[config.mk]
export PLATFORM = sky130hd
export DESIGN_NAME = nvcfg_page
export DESIGN_NICKNAME = d
export VERILOG_FILES = /design/src/include/nvcfg_pkg.sv /design/src/include/nvcfg_load_if.sv /design/src/core/nvcfg_loader.sv /design/src/core/nvcfg_page.sv
export VERILOG_INCLUDE_DIRS = /design/src /design/src/include
export SDC_FILE = /design/constraint.sdc
export NUM_CORES = 1
export LEC_CHECK = 0
export ABC_AREA = 1
export BUFFER_PORTS_ARGS = -buffer_cell sky130_fd_sc_hd__buf_4
export CAP_MARGIN = 10
export CORE_MARGIN = 3
export CORE_UTILIZATION = 45
export CTS_BUF_LIST = sky130_fd_sc_hd__clkbuf_16
export DETAILED_ROUTE_END_ITERATION = 8
export GPL_ROUTABILITY_DRIVEN = 0
export PLACE_DENSITY = 0.66
export SYNTH_ARGS = -nofsm -noshare
export SYNTH_HDL_FRONTEND = slang
export SYNTH_HIERARCHICAL = 1
export SYNTH_SLANG_ARGS = --single-unit
[constraint.sdc]
create_clock -name ref_clk -period 4.68 [get_ports ref_clk]
set_clock_uncertainty 0.05 [all_clocks]
set_input_delay 0.702 -clock ref_clk [delete_from_list [all_inputs] [get_ports ref_clk]]
set_output_delay 0.702 -clock ref_clk [all_outputs]
set_load 0.1 [all_outputs]
[src/include/nvcfg_params.svh]
// constants for the non-volatile configuration page block
// Operation
// - two 8-bit non-volatile user bytes at 28h and 29h hold any value
// - four non-volatile configuration registers at 30h through 33h
// - config bits 7..4 enable the 80k, 20k, 5k, 1.5k charge resistors
// - config bits 3..2 select the clock output frequency code
// - config bit 1 enables thermometer, bit 0 picks the scan period
// - offset, coefficient and turnover feed the frequency compensation logic
// - 31h is sign-magnitude offset: bit 7 fast, bits 6..0 magnitude 0..127
// - 32h holds the unsigned quadratic drift coefficient 0..255
// - 33h holds turnover temperature in bits 5..0; bits 7..6 unused
// - after power-on reset the stored page is copied into working registers
// - with thermometer disabled, host may write temperature register 20h
`ifndef NVCFG_PARAMS_SVH
`define NVCFG_PARAMS_SVH
`define NVCFG_A_USER0    8'h28
`define NVCFG_A_USER1    8'h29
`define NVCFG_A_CFG      8'h30
`define NVCFG_A_XOFS     8'h31
`define NVCFG_A_XCOEF    8'h32
`define NVCFG_A_XT0      8'h33
`define NVCFG_A_TEMP     8'h20
`define NVCFG_IDX_USER0  3'h0
`define NVCFG_IDX_USER1  3'h1
`define NVCFG_IDX_CFG    3'h2
`define NVCFG_IDX_XOFS   3'h3
`define NVCFG_IDX_XCOEF  3'h4
`define NVCFG_IDX_XT0    3'h5
`define NVCFG_NREG       6
`define NVCFG_NREG_W     3'h6
`define NVCFG_XT0_MASK   8'h3f
`define NVCFG_FULL_MASK  8'hff
`define NVCFG_ZERO       8'h00
`define NVCFG_B_THERM    1
`define NVCFG_B_SCAN     0
`define NVCFG_XOFS_SIGN  7
`endif

[src/include/nvcfg_pkg.sv]
// types for the non-volatile configuration page block
package nvcfg_pkg;
  typedef enum logic [1:0] {NVCFG_LOAD, NVCFG_FETCH, NVCFG_RUN} nvcfg_state_t;
  typedef logic [7:0] nvcfg_byte_t;
endpackage

[src/include/nvcfg_load_if.sv]
// storage load handshake between the page and its loader
`timescale 1ns/1ps
interface nvcfg_load_if;
  logic       ld_req;
  logic [2:0] ld_idx;
  logic [7:0] ld_data;
  logic       ld_we;
  logic       ld_done;
  modport loader (output ld_req, output ld_idx, input ld_data, output ld_we, output ld_done);
  modport page   (input ld_req, input ld_idx, output ld_data, input ld_we, input ld_done);
endinterface

[src/core/nvcfg_loader.sv]
// sequencer that copies stored bytes into the working registers after reset
`timescale 1ns/1ps
`include "nvcfg_params.svh"
module nvcfg_loader (
  input  wire logic ref_clk,
  input  wire logic rst,
  input  wire logic supply_ok,
  nvcfg_load_if.loader lif
);
  nvcfg_pkg::nvcfg_state_t state_r;
  logic [2:0]              idx_r;
  wire last_w = (idx_r == `NVCFG_NREG_W - 3'h1);

  assign lif.ld_req  = (state_r == nvcfg_pkg::NVCFG_FETCH);
  assign lif.ld_idx  = idx_r;
  assign lif.ld_we   = lif.ld_req;
  assign lif.ld_done = (state_r == nvcfg_pkg::NVCFG_RUN);

  // ==========================================================
  // load sequence
  // copy stored page
  always_ff @(posedge ref_clk)
  begin
    if (rst)
    begin
      state_r <= nvcfg_pkg::NVCFG_LOAD;
      idx_r   <= 3'h0;
    end
    else
    begin
      case (state_r)
        nvcfg_pkg::NVCFG_LOAD:  if (supply_ok) state_r <= nvcfg_pkg::NVCFG_FETCH;
        nvcfg_pkg::NVCFG_FETCH:
        begin
          idx_r <= last_w ? 3'h0 : idx_r + 3'h1;
          if (last_w) state_r <= nvcfg_pkg::NVCFG_RUN;
        end
        nvcfg_pkg::NVCFG_RUN:   state_r <= nvcfg_pkg::NVCFG_RUN;
        default:                state_r <= nvcfg_pkg::NVCFG_LOAD;
      endcase
    end
  end

  // ==========================================================
  // checks
  property p_load_len;
    @(posedge ref_clk) disable iff (rst)
      $rose(lif.ld_req) |-> lif.ld_req [*6] ##1 lif.ld_done;
  endproperty
  a_load_len: assert property (p_load_len) else $error("load not six bytes");
  c_load: cover property (@(posedge ref_clk) $rose(lif.ld_done));
endmodule // nvcfg_loader

[src/core/nvcfg_page.sv]
// non-volatile user bytes and configuration page with working copies
`timescale 1ns/1ps
`include "nvcfg_params.svh"
module nvcfg_page (
  input  wire logic       ref_clk,
  input  wire logic       rst,
  input  wire logic       supply_ok,
  input  wire logic [7:0] store_rd_data,
  output logic      [2:0] store_rd_idx,
  output logic            store_rd_en,
  input  wire logic       reg_wr,
  input  wire logic       reg_rd,
  input  wire logic [7:0] reg_addr,
  input  wire logic [7:0] reg_wdata,
  output logic      [7:0] reg_rdata,
  output logic            reg_hit,
  output logic            prog_start,
  output logic      [2:0] prog_idx,
  output logic      [7:0] prog_data,
  output logic            temp_wr,
  output logic      [7:0] temp_wdata,
  output logic            page_ready,
  output logic            charge_res_largest_en,
  output logic            charge_res_large_en,
  output logic            charge_res_medium_en,
  output logic            charge_res_small_en,
  output logic            clock_output_pin_sel_hi,
  output logic            clock_output_pin_sel_lo,
  output logic            therm_en,
  output logic            temp_scan_period_sel,
  output logic            crystal_offset_fast,
  output logic      [6:0] crystal_offset_mag,
  output logic      [7:0] crystal_quadratic_coef,
  output logic      [5:0] turnover_temperature
);
  nvcfg_load_if lif ();

  nvcfg_loader u_loader (
    .ref_clk   (ref_clk),
    .rst       (rst),
    .supply_ok (supply_ok),
    .lif       (lif)
  );

  // working copies of the six non-volatile bytes
  nvcfg_pkg::nvcfg_byte_t regs_r [`NVCFG_NREG];
  logic [7:0] rdata_r;
  logic       prog_r;
  logic [2:0] pidx_r;
  logic [7:0] pdata_r;
  logic       twr_r;
  logic [7:0] tdat_r;

  // ==========================================================
  // address decode
  // page byte and temperature register decode
  wire hit_u0 = (reg_addr == `NVCFG_A_USER0);
  wire hit_u1 = (reg_addr == `NVCFG_A_USER1);
  wire hit_cf = (reg_addr == `NVCFG_A_CFG);
  wire hit_xo = (reg_addr == `NVCFG_A_XOFS);
  wire hit_xc = (reg_addr == `NVCFG_A_XCOEF);
  wire hit_xt = (reg_addr == `NVCFG_A_XT0);
  wire hit_tp = (reg_addr == `NVCFG_A_TEMP);
  wire [2:0] sel_idx = hit_u0 ? `NVCFG_IDX_USER0 : hit_u1 ? `NVCFG_IDX_USER1 :
                       hit_cf ? `NVCFG_IDX_CFG : hit_xo ? `NVCFG_IDX_XOFS :
                       hit_xc ? `NVCFG_IDX_XCOEF : `NVCFG_IDX_XT0;
  wire page_hit = hit_u0 | hit_u1 | hit_cf | hit_xo | hit_xc | hit_xt;
  wire [7:0] wmask = hit_xt ? `NVCFG_XT0_MASK : `NVCFG_FULL_MASK;
  wire       wr_ok = reg_wr & page_hit & lif.ld_done;
  wire [7:0] cfg   = regs_r[`NVCFG_IDX_CFG];
  wire       tw_ok = reg_wr & hit_tp & ~cfg[`NVCFG_B_THERM] & lif.ld_done;
  // crystal bytes stay writable; hardware does not lock them
  wire [7:0] ld_val = (lif.ld_idx == `NVCFG_IDX_XT0) ? (lif.ld_data & `NVCFG_XT0_MASK) : lif.ld_data;

  assign lif.ld_data  = store_rd_data;
  assign store_rd_idx = lif.ld_idx;
  assign store_rd_en  = lif.ld_req;
  assign reg_hit      = page_hit | hit_tp;
  assign page_ready   = lif.ld_done;

  // ==========================================================
  // register storage: load from store, then host writes
  always_ff @(posedge ref_clk)
  begin
    if (rst)
    begin
      for (int i = 0; i < `NVCFG_NREG; i++) regs_r[i] <= `NVCFG_ZERO;
    end
    else if (lif.ld_we)
      regs_r[lif.ld_idx] <= ld_val;
    else if (wr_ok)
      regs_r[sel_idx] <= reg_wdata & wmask;
  end

  // ==========================================================
  // read data, program request and temperature write
  always_ff @(posedge ref_clk)
  begin
    if (rst)
    begin
      rdata_r <= `NVCFG_ZERO;
      prog_r  <= 1'b0;
      pidx_r  <= 3'h0;
      pdata_r <= `NVCFG_ZERO;
      twr_r   <= 1'b0;
      tdat_r  <= `NVCFG_ZERO;
    end
    else
    begin
      if (reg_rd) rdata_r <= page_hit ? regs_r[sel_idx] : `NVCFG_ZERO;
      prog_r  <= wr_ok;
      if (wr_ok)
      begin
        pidx_r  <= sel_idx;
        pdata_r <= reg_wdata & wmask;
      end
      twr_r   <= tw_ok;
      if (tw_ok) tdat_r <= reg_wdata;
    end
  end

  assign reg_rdata  = rdata_r;
  assign prog_start = prog_r;
  assign prog_idx   = pidx_r;
  assign prog_data  = pdata_r;
  assign temp_wr    = twr_r;
  assign temp_wdata = tdat_r;

  // ==========================================================
  // field outputs
  // charge resistor enables
  assign charge_res_largest_en  = cfg[7];
  assign charge_res_large_en    = cfg[6];
  assign charge_res_medium_en   = cfg[5];
  assign charge_res_small_en    = cfg[4];
  assign clock_output_pin_sel_hi          = cfg[3];
  assign clock_output_pin_sel_lo          = cfg[2];
  assign therm_en               = cfg[`NVCFG_B_THERM];
  assign temp_scan_period_sel   = cfg[`NVCFG_B_SCAN];
  assign crystal_offset_fast    = regs_r[`NVCFG_IDX_XOFS][`NVCFG_XOFS_SIGN];
  assign crystal_offset_mag     = regs_r[`NVCFG_IDX_XOFS][6:0];
  assign crystal_quadratic_coef = regs_r[`NVCFG_IDX_XCOEF];
  assign turnover_temperature   = regs_r[`NVCFG_IDX_XT0][5:0];

  // ==========================================================
  // checks
  property p_wr_prog;
    @(posedge ref_clk) disable iff (rst) wr_ok |=> prog_start && prog_data == $past(reg_wdata & wmask);
  endproperty
  a_wr_prog: assert property (p_wr_prog) else $error("write did not start program");
  property p_user_rt;
    @(posedge ref_clk) disable iff (rst) (wr_ok && hit_u1) |=> regs_r[`NVCFG_IDX_USER1] == $past(reg_wdata);
  endproperty
  a_user_rt: assert property (p_user_rt) else $error("user byte not stored");
  property p_cfg_wr;
    @(posedge ref_clk) disable iff (rst) (wr_ok && hit_cf) |=> charge_res_largest_en == $past(reg_wdata[7])
      && clock_output_pin_sel_lo == $past(reg_wdata[2]);
  endproperty
  a_cfg_wr: assert property (p_cfg_wr) else $error("config fields wrong");
  property p_clk_sel;
    @(posedge ref_clk) disable iff (rst) (wr_ok && hit_cf) |=> clock_output_pin_sel_hi == $past(reg_wdata[3]);
  endproperty
  a_clk_sel: assert property (p_clk_sel) else $error("clock select wrong");
  property p_temp_gate;
    @(posedge ref_clk) disable iff (rst) temp_wr |-> !$past(therm_en) && $past(reg_wr);
  endproperty
  a_temp_gate: assert property (p_temp_gate) else $error("temp written while enabled");
  property p_t0_top;
    @(posedge ref_clk) disable iff (rst) regs_r[`NVCFG_IDX_XT0][7:6] == 2'h0;
  endproperty
  a_t0_top: assert property (p_t0_top) else $error("turnover unused bits set");
  property p_ofs_wr;
    @(posedge ref_clk) disable iff (rst) (wr_ok && hit_xo) |=> crystal_offset_fast == $past(reg_wdata[7])
      && crystal_offset_mag == $past(reg_wdata[6:0]);
  endproperty
  a_ofs_wr: assert property (p_ofs_wr) else $error("offset fields wrong");
  property p_coef_wr;
    @(posedge ref_clk) disable iff (rst) (wr_ok && hit_xc) |=> crystal_quadratic_coef == $past(reg_wdata);
  endproperty
  a_coef_wr: assert property (p_coef_wr) else $error("coefficient wrong");
  property p_no_wr_early;
    @(posedge ref_clk) disable iff (rst) !page_ready |=> !prog_start;
  endproperty
  a_no_wr_early: assert property (p_no_wr_early) else $error("program before load");
  c_prog: cover property (@(posedge ref_clk) prog_start);
  c_temp: cover property (@(posedge ref_clk) temp_wr);
  c_ready: cover property (@(posedge ref_clk) $rose(page_ready));
endmodule // nvcfg_page

==> results.tsv, run 1 <==
stage	metric	value	unit
worst_setup_path	r2r_start	u_loader/state_r[1]	
worst_setup_path	crit_cells	11	
global_route	grt_overflow_total	0	
clocking	cts-root-buf	clkbuf_16	
finish	finish.utilization	0.585	
drt	num_vias	3513	
synthesis	seq_area_frac_synth	0.520	
worst_setup_path	cpLargestDelayFamily	simple AND/OR/NAND/NOR gates	
power_and_ir_drop	ir_worst_vdd	0.341	mV
finish	drive_gt1_frac	0.267	
clocking	cts_hold_buf	0	
clocking	cts_tree	done	
synthesis	yosys.area_share.adder	0.00920	
timing	hold_viol_final	0	
drt	routed_wl	10.7	mm
finish	nNetsFinal	600	
drt	wl_per_cell	15.7	um
worst_setup_path	rr_worst_depth	10	
global_route	first_global_vias	3208	
synthesis	yosys.area_share.simple	0.307	
placed_design	placement.io_buffers	93	
worst_setup_path	crit_fanout	24	
run_status	run_status	finished, final reports clean	
timing	finalHoldWorstSlack	0.417	ns
floorplan	die-width	101	um
synthesis	synth_xor_area_frac	0	
clocking	cts.sinks	82	
worst_setup_path	crit_path_start_kind	input port	
clocking	cts_resized	0	
synthesis	synth_top_family_by_area	simple AND/OR/NAND/NOR gates	
timing	worst-slew-pin-transition	1.12	ns
synthesis	synth-seq-cells	82	
worst_setup_path	critPathKind	in2reg	
floorplan	rows	34	
drt	viasPerCell	5.16	
global_route	grt_pass1_wl	16.4	mm
drt	drc	0	
worst_setup_path	crit_path_top_delay_cell	nor3_1	
timing	fin_crit	3.16	ns
synthesis	syn_area	4080	um2
timing	fin_crit_sh	0.675	
worst_setup_path	endpoint	regs_r[5][3]	
power_and_ir_drop	p_per_area	461	nW/um2
synthesis	synth_area_leaders	edfxtp_1 35%, dfxtp_1 17%, nand2_1 11%	
floorplan	start_util	0.466	
clocking	clock_latency	0.33	ns
global_route	grt.total_usage	0.206	
worst_setup_path	worst_ep_required_time	4.58	ns
clocking	clk_pin_slew_worst_paths	0.06	ns
drt	antenna_left	0	
power_and_ir_drop	power.leakage	2.25	nW
worst_setup_path	path_buf_inv	4	
clocking	htree_levels	3	
worst_setup_path	crit_start	reg_addr[0]	
worst_setup_path	timing.rr.end	regs_r[5][3]	
synthesis	synth.top_cell.area_share	0.353	
synthesis	syn_nets	515	
finish	n_antenna_cell	0	
synthesis	synth_edf_count	48	
finish	syn2layout_area_growth	25.6	%
synthesis	synthDistinctLibCells	32	
timing	rsz0062_at_grt	false	
synthesis	yosysTopAreaCell	edfxtp_1	
synthesis	avgSynthCellArea	8.45	um2
run	cap_viol_max_count	0	
global_route	grt_max_degree	25	
floorplan	core_area	8760	um2
synthesis	muxShareOfSynthArea	0	
worst_setup_path	cp_slowest_stage_delay	0.85	ns
worst_hold_path	hold_path_class	reg2reg	
synthesis	syn_inst	483	
floorplan	dieArea	10200	um2
clocking	cts_max_path_buffers	2	
timing	fmaxAchievable	316	MHz
timing	max_slew_margin	0.246	
floorplan	pin_count	94	
timing	finalSetupViolCount	0	
clocking	numCtsBuffers	9	
worst_setup_path	crit_chain	buf_4 > inv_1 > nand2_1 > nor2_1 > nand2_2 > nand2_2 > inv_2 > o21ai_4 > inv_4 > nand2_1 > nor3_1	
worst_setup_path	reg2reg_slack	1.86	ns
placed_design	dpl.hpwl	8.13	mm
floorplan	die_y	101	um
timing	slew_viol_final	0	
synthesis	ys.flop_type	edfxtp_1	
timing	setup-tns-final	0	ns
worst_setup_path	cp-end-kind	flip-flop	
synthesis	async_flop_share	0	
drt	first_pass_iters	5	
drt	drt_first_iter_violations	217	
worst_setup_path	cp_data_arrival_time	3.06	ns
synthesis	ys.warnings.count	6	
synthesis	synth_compound_area_frac	0.0757	
worst_hold_path	min_from	reg_rdata[2]	
clocking	postCtsSetupRepairBufs	0	
global_route	antenna_found_initial	0	
## flip-flops by register name (all words and copies together), names as in the netlist
name                 flops
prog_idx                 3
u_loader/state_r         2
regs_r                  48
u_loader/lif.ld_idx      3
prog_start               1
temp_wdata               8
prog_data                8
temp_wr                  1
reg_rdata                8
## synthesized netlist by cell type, types with 4 or more instances
cell and instances:
a21oi_1 20, buf_2 5, buf_4 8, clkbuf_1 6, dfxtp_1 34, edfxtp_1 48
inv_1 47, inv_2 15, nand2_1 117, nand3_1 41, nand3_4 5, nand4_1 9
nor2_1 71, nor2_2 4, nor2_4 5, o211ai_1 8, o21ai_0 13
## cells by family (layout without fill, tap and decap cells)
kind of cell	Yosys count	count (layout)
compound gates	48	48
fa+ha+maj	3	3
simple gates	265	265
flops	82	82
buf+inv	85	175
## report_power, final
group | total [mW] | internal [mW] | leakage (nW) | switching [mW]
clock | 0.756 | 0.451 | 0.159 | 0.305
sequential | 0.893 | 0.844 | 0.772 | 0.0495
combinational | 0.713 | 0.153 | 1.32 | 0.560
total | 2.36 | 1.45 | 2.25 | 0.915
## cell type report
class                           count  area [um2]
Fill cell                         798        3640
Sequential cell                    82        2120
Multi-Input combinational cell    316        1600
Timing Repair Buffer               93         698
Clock buffer                       10         250
Inverter                           66         250
Tap cell                          108         135
Clock inverter                      6        67.6
## metrics by stage
step / instances / worst slack, ns / cell area [um2] / power, mW
CTS: 681 / 1.51 / 5120 / 2.37
finish: 681 / 1.52 / 5120 / 2.36
floorplan: 483 / 1.63 / 4080 / 1.49
global route: 681 / 1.29 / 5120 / 2.44
detailed placement: 665 / 1.18 / 4810 / 1.62
global placement: 665 / 1.43 / 4810 / 1.62
## routing by layer
metal | vias to the layer above | share of wire | track usage
met3 | 8 | 0.073 | 0.0413
met2 | 133 | 0.47 | 0.325
met1 | 1634 | 0.45 | 0.292
li1 | 1738 | - | -
met5 | - | 0 | 0
met4 | 0 | 0.0091 | 0.0501
## tightest hold or removal path, stage by stage, from the launching register on
cell	delay, ns
dfxtp_1	0.31
nand2_1	0.06
a21oi_1	0.05
## cell usage in the layout (no fill, tap or decap), drive strengths merged
cell    count
bufinv      1
nand3b      1
a211oi      3
nand3      48
a21oi      20
clkbuf     10
nor2       80
edfxtp     48
ha          3
nor3        2
inv        67
buf        93
or2         2
dfxtp      34
o21ai      16
a21boi      1
nand4      11
clkinv      4
o211ai      8
nand2     121
## worst min-delay path by stage
stage	cells past startpoint	endpoint
floorplan	2	u_loader/state_r[1]
global placement	2	reg_rdata[6]
detailed placement	2	reg_rdata[2]
CTS	2	reg_rdata[2]
global route	2	reg_rdata[0]
finish	2	reg_rdata[2]
Power figures use the tool's default switching activity.
==> run 2, diff against run 1 <==
--- a/config.mk
+++ b/config.mk
@@ -14,7 +14,7 @@
 export CTS_BUF_LIST = sky130_fd_sc_hd__clkbuf_16
 export DETAILED_ROUTE_END_ITERATION = 8
 export GPL_ROUTABILITY_DRIVEN = 0
-export PLACE_DENSITY = 0.66
+export PLACE_DENSITY = 0.68
 export SYNTH_ARGS = -nofsm -noshare
 export SYNTH_HDL_FRONTEND = slang
 export SYNTH_HIERARCHICAL = 1
==> constraint.sdc (replaced) <==
create_clock -name ref_clk -period 2.85 [get_ports ref_clk]
set_clock_uncertainty 0.05 [all_clocks]
set_input_delay 0.4275 -clock ref_clk [delete_from_list [all_inputs] [get_ports ref_clk]]
set_output_delay 0.4275 -clock ref_clk [all_outputs]
set_load 0.1 [all_outputs]
==> run 2 against run 1 <==
Sequential power up 62%; register-to-register slack worse by 1.6 ns; wire length is 1.5% lower; die area stayed put; sequential share of layout area decreased by 0.19 points; global-route usage is 0.10 points lower; hold slack got worse by 0.11 ns; sequential cell count stayed put; clock-buffer cell count decreased by 1; critical path type is now reg2reg.
==> results.tsv, run 2 (synthesized netlist as in run 1, its figures left out) <==
stage	metric	value	unit	change
power_and_ir_drop	p_per_area	729	nW/um2	was 461 nW/um2
worst_setup_path	cp_data_arrival_time	2.51	ns	was 3.06 ns
power_and_ir_drop	p_clk_frac	0.298		was 0.320
floorplan	pin_count	94		unchanged
floorplan	rows	34		unchanged
global_route	grt_max_degree	24		was 25
worst_setup_path	timing.rr.end	regs_r[5][6]		was regs_r[5][3]
worst_hold_path	holdPathStages	3		was 2
floorplan	die-width	101	um	unchanged
finish	final_common_cell	nand2_1		unchanged
global_route	grt_overflow_total	0		unchanged
timing	finalSetupViolCount	0		unchanged
clocking	cts_resized	0		unchanged
clocking	clock_latency	0.34	ns	was 0.33 ns
worst_setup_path	cp-end-kind	flip-flop		unchanged
power_and_ir_drop	switching_share	0.400		was 0.387
power_and_ir_drop	power.total	3.75	mW	was 2.36 mW
finish	n_antenna_cell	0		unchanged
finish	nNetsFinal	607		was 600
timing	fmaxAchievable	383	MHz	
finish	regMostFlops	regs_r		unchanged
finish	largest_register_ffs	48		unchanged
run	cap_viol_max_count	0		unchanged
clocking	cts_hold_buf	0		unchanged
timing	max_slew_margin	0.278		was 0.246
worst_setup_path	r2r_start	u_loader/state_r[1]		unchanged
clocking	cts-root-buf	clkbuf_16		unchanged
drt	drc	0		unchanged
clocking	postCtsSetupRepairBufs	0		unchanged
power_and_ir_drop	p_sw	1.50	mW	was 915 uW
placed_design	placement.io_buffers	93		unchanged
clocking	numCtsBuffers	9		unchanged
power_and_ir_drop	power.leakage	2.27	nW	was 2.25 nW
floorplan	core_area	8760	um2	unchanged
clocking	clk_pin_slew_worst_paths	0.07	ns	was 0.06 ns
floorplan	dieArea	10200	um2	unchanged
floorplan	start_util	0.466		unchanged
timing	worst-slew-pin-transition	1.08	ns	was 1.12 ns
drt	antenna_left	0		unchanged
drt	viasPerCell	5.15		was 5.16
clocking	cts_max_path_buffers	2		unchanged
worst_setup_path	crit_path_start_kind	flip-flop		was input port
drt	num_vias	3545		was 3513
global_route	first_global_vias	3319		was 3208
drt	first_pass_iters	4		was 5
global_route	grt.total_usage	0.205		was 0.206
global_route	grt_pass1_wl	16.2	mm	was 16.4 mm
clocking	cts.sinks	82		unchanged
drt	routed_wl	10.5	mm	was 10.7 mm
clocking	cts_tree	done		unchanged
timing	rsz0062_at_grt	false		unchanged
power_and_ir_drop	p_int	2.25	mW	was 1.45 mW
drt	drt_first_iter_violations	191		was 217
worst_setup_path	worst_ep_required_time	2.75	ns	was 4.58 ns
worst_setup_path	critPathKind	reg2reg		was in2reg
worst_setup_path	crit_fanout	10		was 24
timing	slew_viol_final	0		unchanged
power_and_ir_drop	seq_power_share	0.387		was 0.378
timing	fin_crit	2.61	ns	
finish	layout_common_cells	117 x nand2_1, 100 x buf_4, 71 x nor2_1		was 117 x nand2_1, 93 x buf_4, 71 x nor2_1
floorplan	die_y	101	um	unchanged
global_route	antenna_found_initial	0		unchanged
timing	setup-tns-final	0	ns	unchanged
power_and_ir_drop	combPwrFrac	0.315		was 0.302
placed_design	dpl.hpwl	7.92	mm	was 8.13 mm
drt	wl_per_cell	15.3	um	was 15.7 um
finish	syn2layout_area_growth	26.1	%	was 25.6%
timing	fin_crit_sh	0.915		
timing	hold_viol_final	0		unchanged
worst_hold_path	min_from	reg_wdata[6]		was reg_rdata[2]
worst_setup_path	rr_worst_depth	10		unchanged
finish	drive_gt1_frac	0.279		was 0.267
worst_setup_path	reg2reg_slack	0.24	ns	was 1.86 ns
worst_hold_path	hold_end	temp_wdata[6]		was reg_rdata[2]
run_status	run_status	finished, final reports clean		unchanged
worst_hold_path	hold_path_class	in2reg		was reg2reg
clocking	htree_levels	3		unchanged
power_and_ir_drop	ir_worst_vdd	0.783	mV	was 0.341 mV
## run 2: layout make-up
type / instances / area (um2)
Inverter: 66 / 250
Multi-Input combinational cell: 316 / 1610
Timing Repair Buffer: 100 / 751
Fill cell: 787 / 3610
Clock buffer: 9 / 225
Clock inverter: 7 / 58.8
Tap cell: 108 / 135
Sequential cell: 82 / 2120
## run 2: routing by layer
metal,vias up,track usage,wire length (um)
li1,1745,-,-
met5,-,0,0
met4,0,0.0481,70
met3,5,0.0510,687
met2,115,0.337,5190
met1,1680,0.274,4570
## run 2: stage by stage
stage / std cells / hold WS (ns) / utilization / cell area (um2) / setup slack [ns]
finish: 688 / 0.308 / 0.588 / 5150 / 0.241
global route: 688 / 0.315 / 0.588 / 5150 / 0.0142
CTS: 688 / 0.304 / 0.588 / 5150 / 0.233
detailed placement: 672 / 0.412 / 0.555 / 4860 / 0.262
global placement: 672 / 0.405 / 0.555 / 4860 / 0.345
floorplan: 483 / 0.434 / - / 4090 / 0.164
## run 2: worst max-delay path by stage
stage,startpoint,end,slack [ns],depth (start not counted)
floorplan,u_loader/state_r[1],regs_r[0][0],0.16,10
global placement,u_loader/state_r[1],regs_r[2][4],0.35,10
detailed placement,u_loader/state_r[1],regs_r[5][1],0.26,10
CTS,u_loader/state_r[1],regs_r[5][6],0.23,10
global route,u_loader/state_r[1],regs_r[5][6],0.01,10
finish,u_loader/state_r[1],regs_r[5][6],0.24,10
## run 2: critical path: stages, from the launching register on
cell and delay (ns):
dfxtp_1 0.37, inv_1 0.08, ha_2 0.24, inv_2 0.12, nor2_4 0.07, inv_1 0.14
or2_2 0.15, o21ai_4 0.07, inv_4 0.08, nand2_1 0.05, nor3_1 0.81
## run 2: power groups by stage
stage	logic [mW]	clock network, mW	registers [mW]
6_report	1.18	1.12	1.45
5_1_grt	1.25	1.18	1.47
4_1_cts	1.19	1.14	1.45
3_5_place_dp	1.18	0	1.48
3_3_place_gp	1.17	0	1.48
2_1_floorplan	0.746	0	1.70
==> run 3, diff against run 2 <==
--- a/config.mk
+++ b/config.mk
@@ -10,11 +10,11 @@
 export BUFFER_PORTS_ARGS = -buffer_cell sky130_fd_sc_hd__buf_4
 export CAP_MARGIN = 10
 export CORE_MARGIN = 3
-export CORE_UTILIZATION = 45
+export CORE_UTILIZATION = 48
 export CTS_BUF_LIST = sky130_fd_sc_hd__clkbuf_16
 export DETAILED_ROUTE_END_ITERATION = 8
 export GPL_ROUTABILITY_DRIVEN = 0
-export PLACE_DENSITY = 0.68
+export PLACE_DENSITY = 0.72
 export SYNTH_ARGS = -nofsm -noshare
 export SYNTH_HDL_FRONTEND = slang
 export SYNTH_HIERARCHICAL = 1
==> run 3 against run 2 <==
Global-route usage grew 1.6 points; sequential cell count is the same; fmax grew 0.16%; hold slack lost 0.0093 ns; sequential share of layout area grew 0.070 points; first-iteration DRC count grew 29%; critical path depth is the same; largest cell class unchanged; largest power group unchanged; highest routed layer unchanged.
==> results.tsv, run 3 (synthesized netlist as in run 1, its figures left out) <==
stage	metric	value	unit	change
timing	max_slew_margin	0.297		was 0.278
timing	finalHoldWorstSlack	0.298	ns	was 0.308 ns
timing	setup-tns-final	0	ns	unchanged
finish	layout_common_cells	117 x nand2_1, 98 x buf_4, 71 x nor2_1		was 117 x nand2_1, 100 x buf_4, 71 x nor2_1
worst_setup_path	crit_fanout	10		unchanged
timing	slew_viol_final	0		unchanged
finish	regMostFlops	regs_r		unchanged
finish	n_antenna_cell	0		unchanged
finish	final_common_cell	nand2_1		unchanged
floorplan	dieArea	9650	um2	was 10200 um2
timing	finalSetupViolCount	0		unchanged
finish	drive_gt1_frac	0.277		was 0.279
drt	drt_first_iter_violations	246		was 191
drt	first_pass_iters	5		was 4
drt	viasPerCell	5.11		was 5.15
finish	seq_area	2120	um2	unchanged
timing	fin_crit_sh	0.914		was 0.915
finish	layout.cells.non_filler	683		was 688
run_status	run_status	finished, final reports clean		unchanged
timing	fmaxAchievable	384	MHz	was 383 MHz
finish	finish.utilization	0.626		was 0.588
drt	wl_per_cell	15.4	um	was 15.3 um
clocking	postCtsSetupRepairBufs	0		unchanged
placed_design	dp_slack	0.254	ns	was 0.262 ns
timing	rsz0062_at_grt	false		unchanged
worst_setup_path	rr_worst_depth	10		unchanged
finish	multiInputGateArea	1610	um2	unchanged
worst_setup_path	worst_ep_required_time	2.76	ns	was 2.75 ns
finish	syn2layout_area_growth	25.9	%	was 26.1%
timing	hold_viol_final	0		unchanged
worst_hold_path	holdPathStages	3		unchanged
floorplan	die-width	98.2	um	was 101 um
run	cap_viol_max_count	0		unchanged
clocking	cts_resized	0		unchanged
power_and_ir_drop	ir_worst_vdd	0.583	mV	was 0.783 mV
floorplan	rows	33		was 34
clocking	cts_hold_buf	0		unchanged
placed_design	dpl.hpwl	7.88	mm	was 7.92 mm
finish	nNetsFinal	605		was 607
drt	num_vias	3487		was 3545
timing	setup_ws	0.245	ns	was 0.241 ns
placed_design	placed_cell_area	4850	um2	was 4860 um2
global_route	grt_overflow_total	0		unchanged
global_route	antenna_found_initial	0		unchanged
finish	largest_register_ffs	48		unchanged
power_and_ir_drop	power.leakage	2.26	nW	was 2.27 nW
power_and_ir_drop	p_per_area	737	nW/um2	was 729 nW/um2
drt	antenna_left	0		unchanged
timing	fin_crit	2.60	ns	was 2.61 ns
floorplan	start_util	0.497		was 0.466
global_route	first_global_vias	3327		was 3319
placed_design	placed_cells	667		was 672
drt	routed_wl	10.5	mm	about the same
clocking	clk_pin_slew_worst_paths	0.07	ns	about the same
power_and_ir_drop	power.total	3.79	mW	was 3.75 mW
worst_hold_path	hold_path_class	in2reg		unchanged
finish	stdcell_area	5140	um2	was 5150 um2
clocking	cts_tree	done		unchanged
placed_design	placement.io_buffers	93		unchanged
worst_setup_path	crit_path_start_kind	flip-flop		unchanged
global_route	grt_pass1_wl	16.7	mm	was 16.2 mm
floorplan	die_y	98.2	um	was 101 um
clocking	numCtsBuffers	9		unchanged
global_route	grt_max_degree	24		unchanged
finish	final.fill_count	718		was 787
drt	drc	0		unchanged
worst_setup_path	cp_data_arrival_time	2.52	ns	was 2.51 ns
clocking	htree_levels	3		unchanged
floorplan	pin_count	94		unchanged
floorplan	core_area	8220	um2	was 8760 um2
worst_setup_path	critPathKind	reg2reg		unchanged
worst_setup_path	cp-end-kind	flip-flop		unchanged
clocking	clock_latency	0.34	ns	about the same
clocking	cts.sinks	82		unchanged
clocking	cts_max_path_buffers	2		unchanged
clocking	cts-root-buf	clkbuf_16		unchanged
timing	worst-slew-pin-transition	1.05	ns	was 1.08 ns
global_route	grt.total_usage	0.221		was 0.205
==> run 3: report_power, final <==
part	switching, mW	internal, mW
Sequential	0.0787	1.39
Combinational	0.913	0.255
Clock	0.504	0.651
==> run 3: layout make-up <==
cell class / instances / share of cell area
Clock buffer: 10 / 0.0487
Multi-Input combinational cell: 316 / 0.313
Clock inverter: 6 / 0.00852
Inverter: 66 / 0.0487
Tap cell: 105 / 0.0256
Timing Repair Buffer: 98 / 0.143
Sequential cell: 82 / 0.413
==> run 3: per-layer routing <==
metal	share of wire	global-route usage	vias up	wire (um)
met5	0	0	-	0
met4	0.018	0.0735	0	189
met3	0.071	0.0436	17	746
met2	0.49	0.362	130	5140
met1	0.42	0.294	1597	4480
li1	-	-	1743	-
==> run 3: path summary, 6_finish.rpt <==
check                            from             to  slack [ns]
hold reg to reg          prog_data[0]   prog_data[0]        0.42
hold / removal           reg_wdata[7]  temp_wdata[7]        0.30
setup / recovery  u_loader/state_r[1]   regs_r[5][3]        0.25
setup reg to reg  u_loader/state_r[1]   regs_r[5][3]        0.25
==> run 3: worst max-delay path: stages, from the launching register on <==
cell,delay (ns)
dfxtp_1,0.35
inv_1,0.07
ha_2,0.23
inv_2,0.12
nor2_4,0.07
inv_1,0.13
or2_2,0.15
o21ai_4,0.10
inv_4,0.10
nand2_1,0.05
nor3_1,0.79
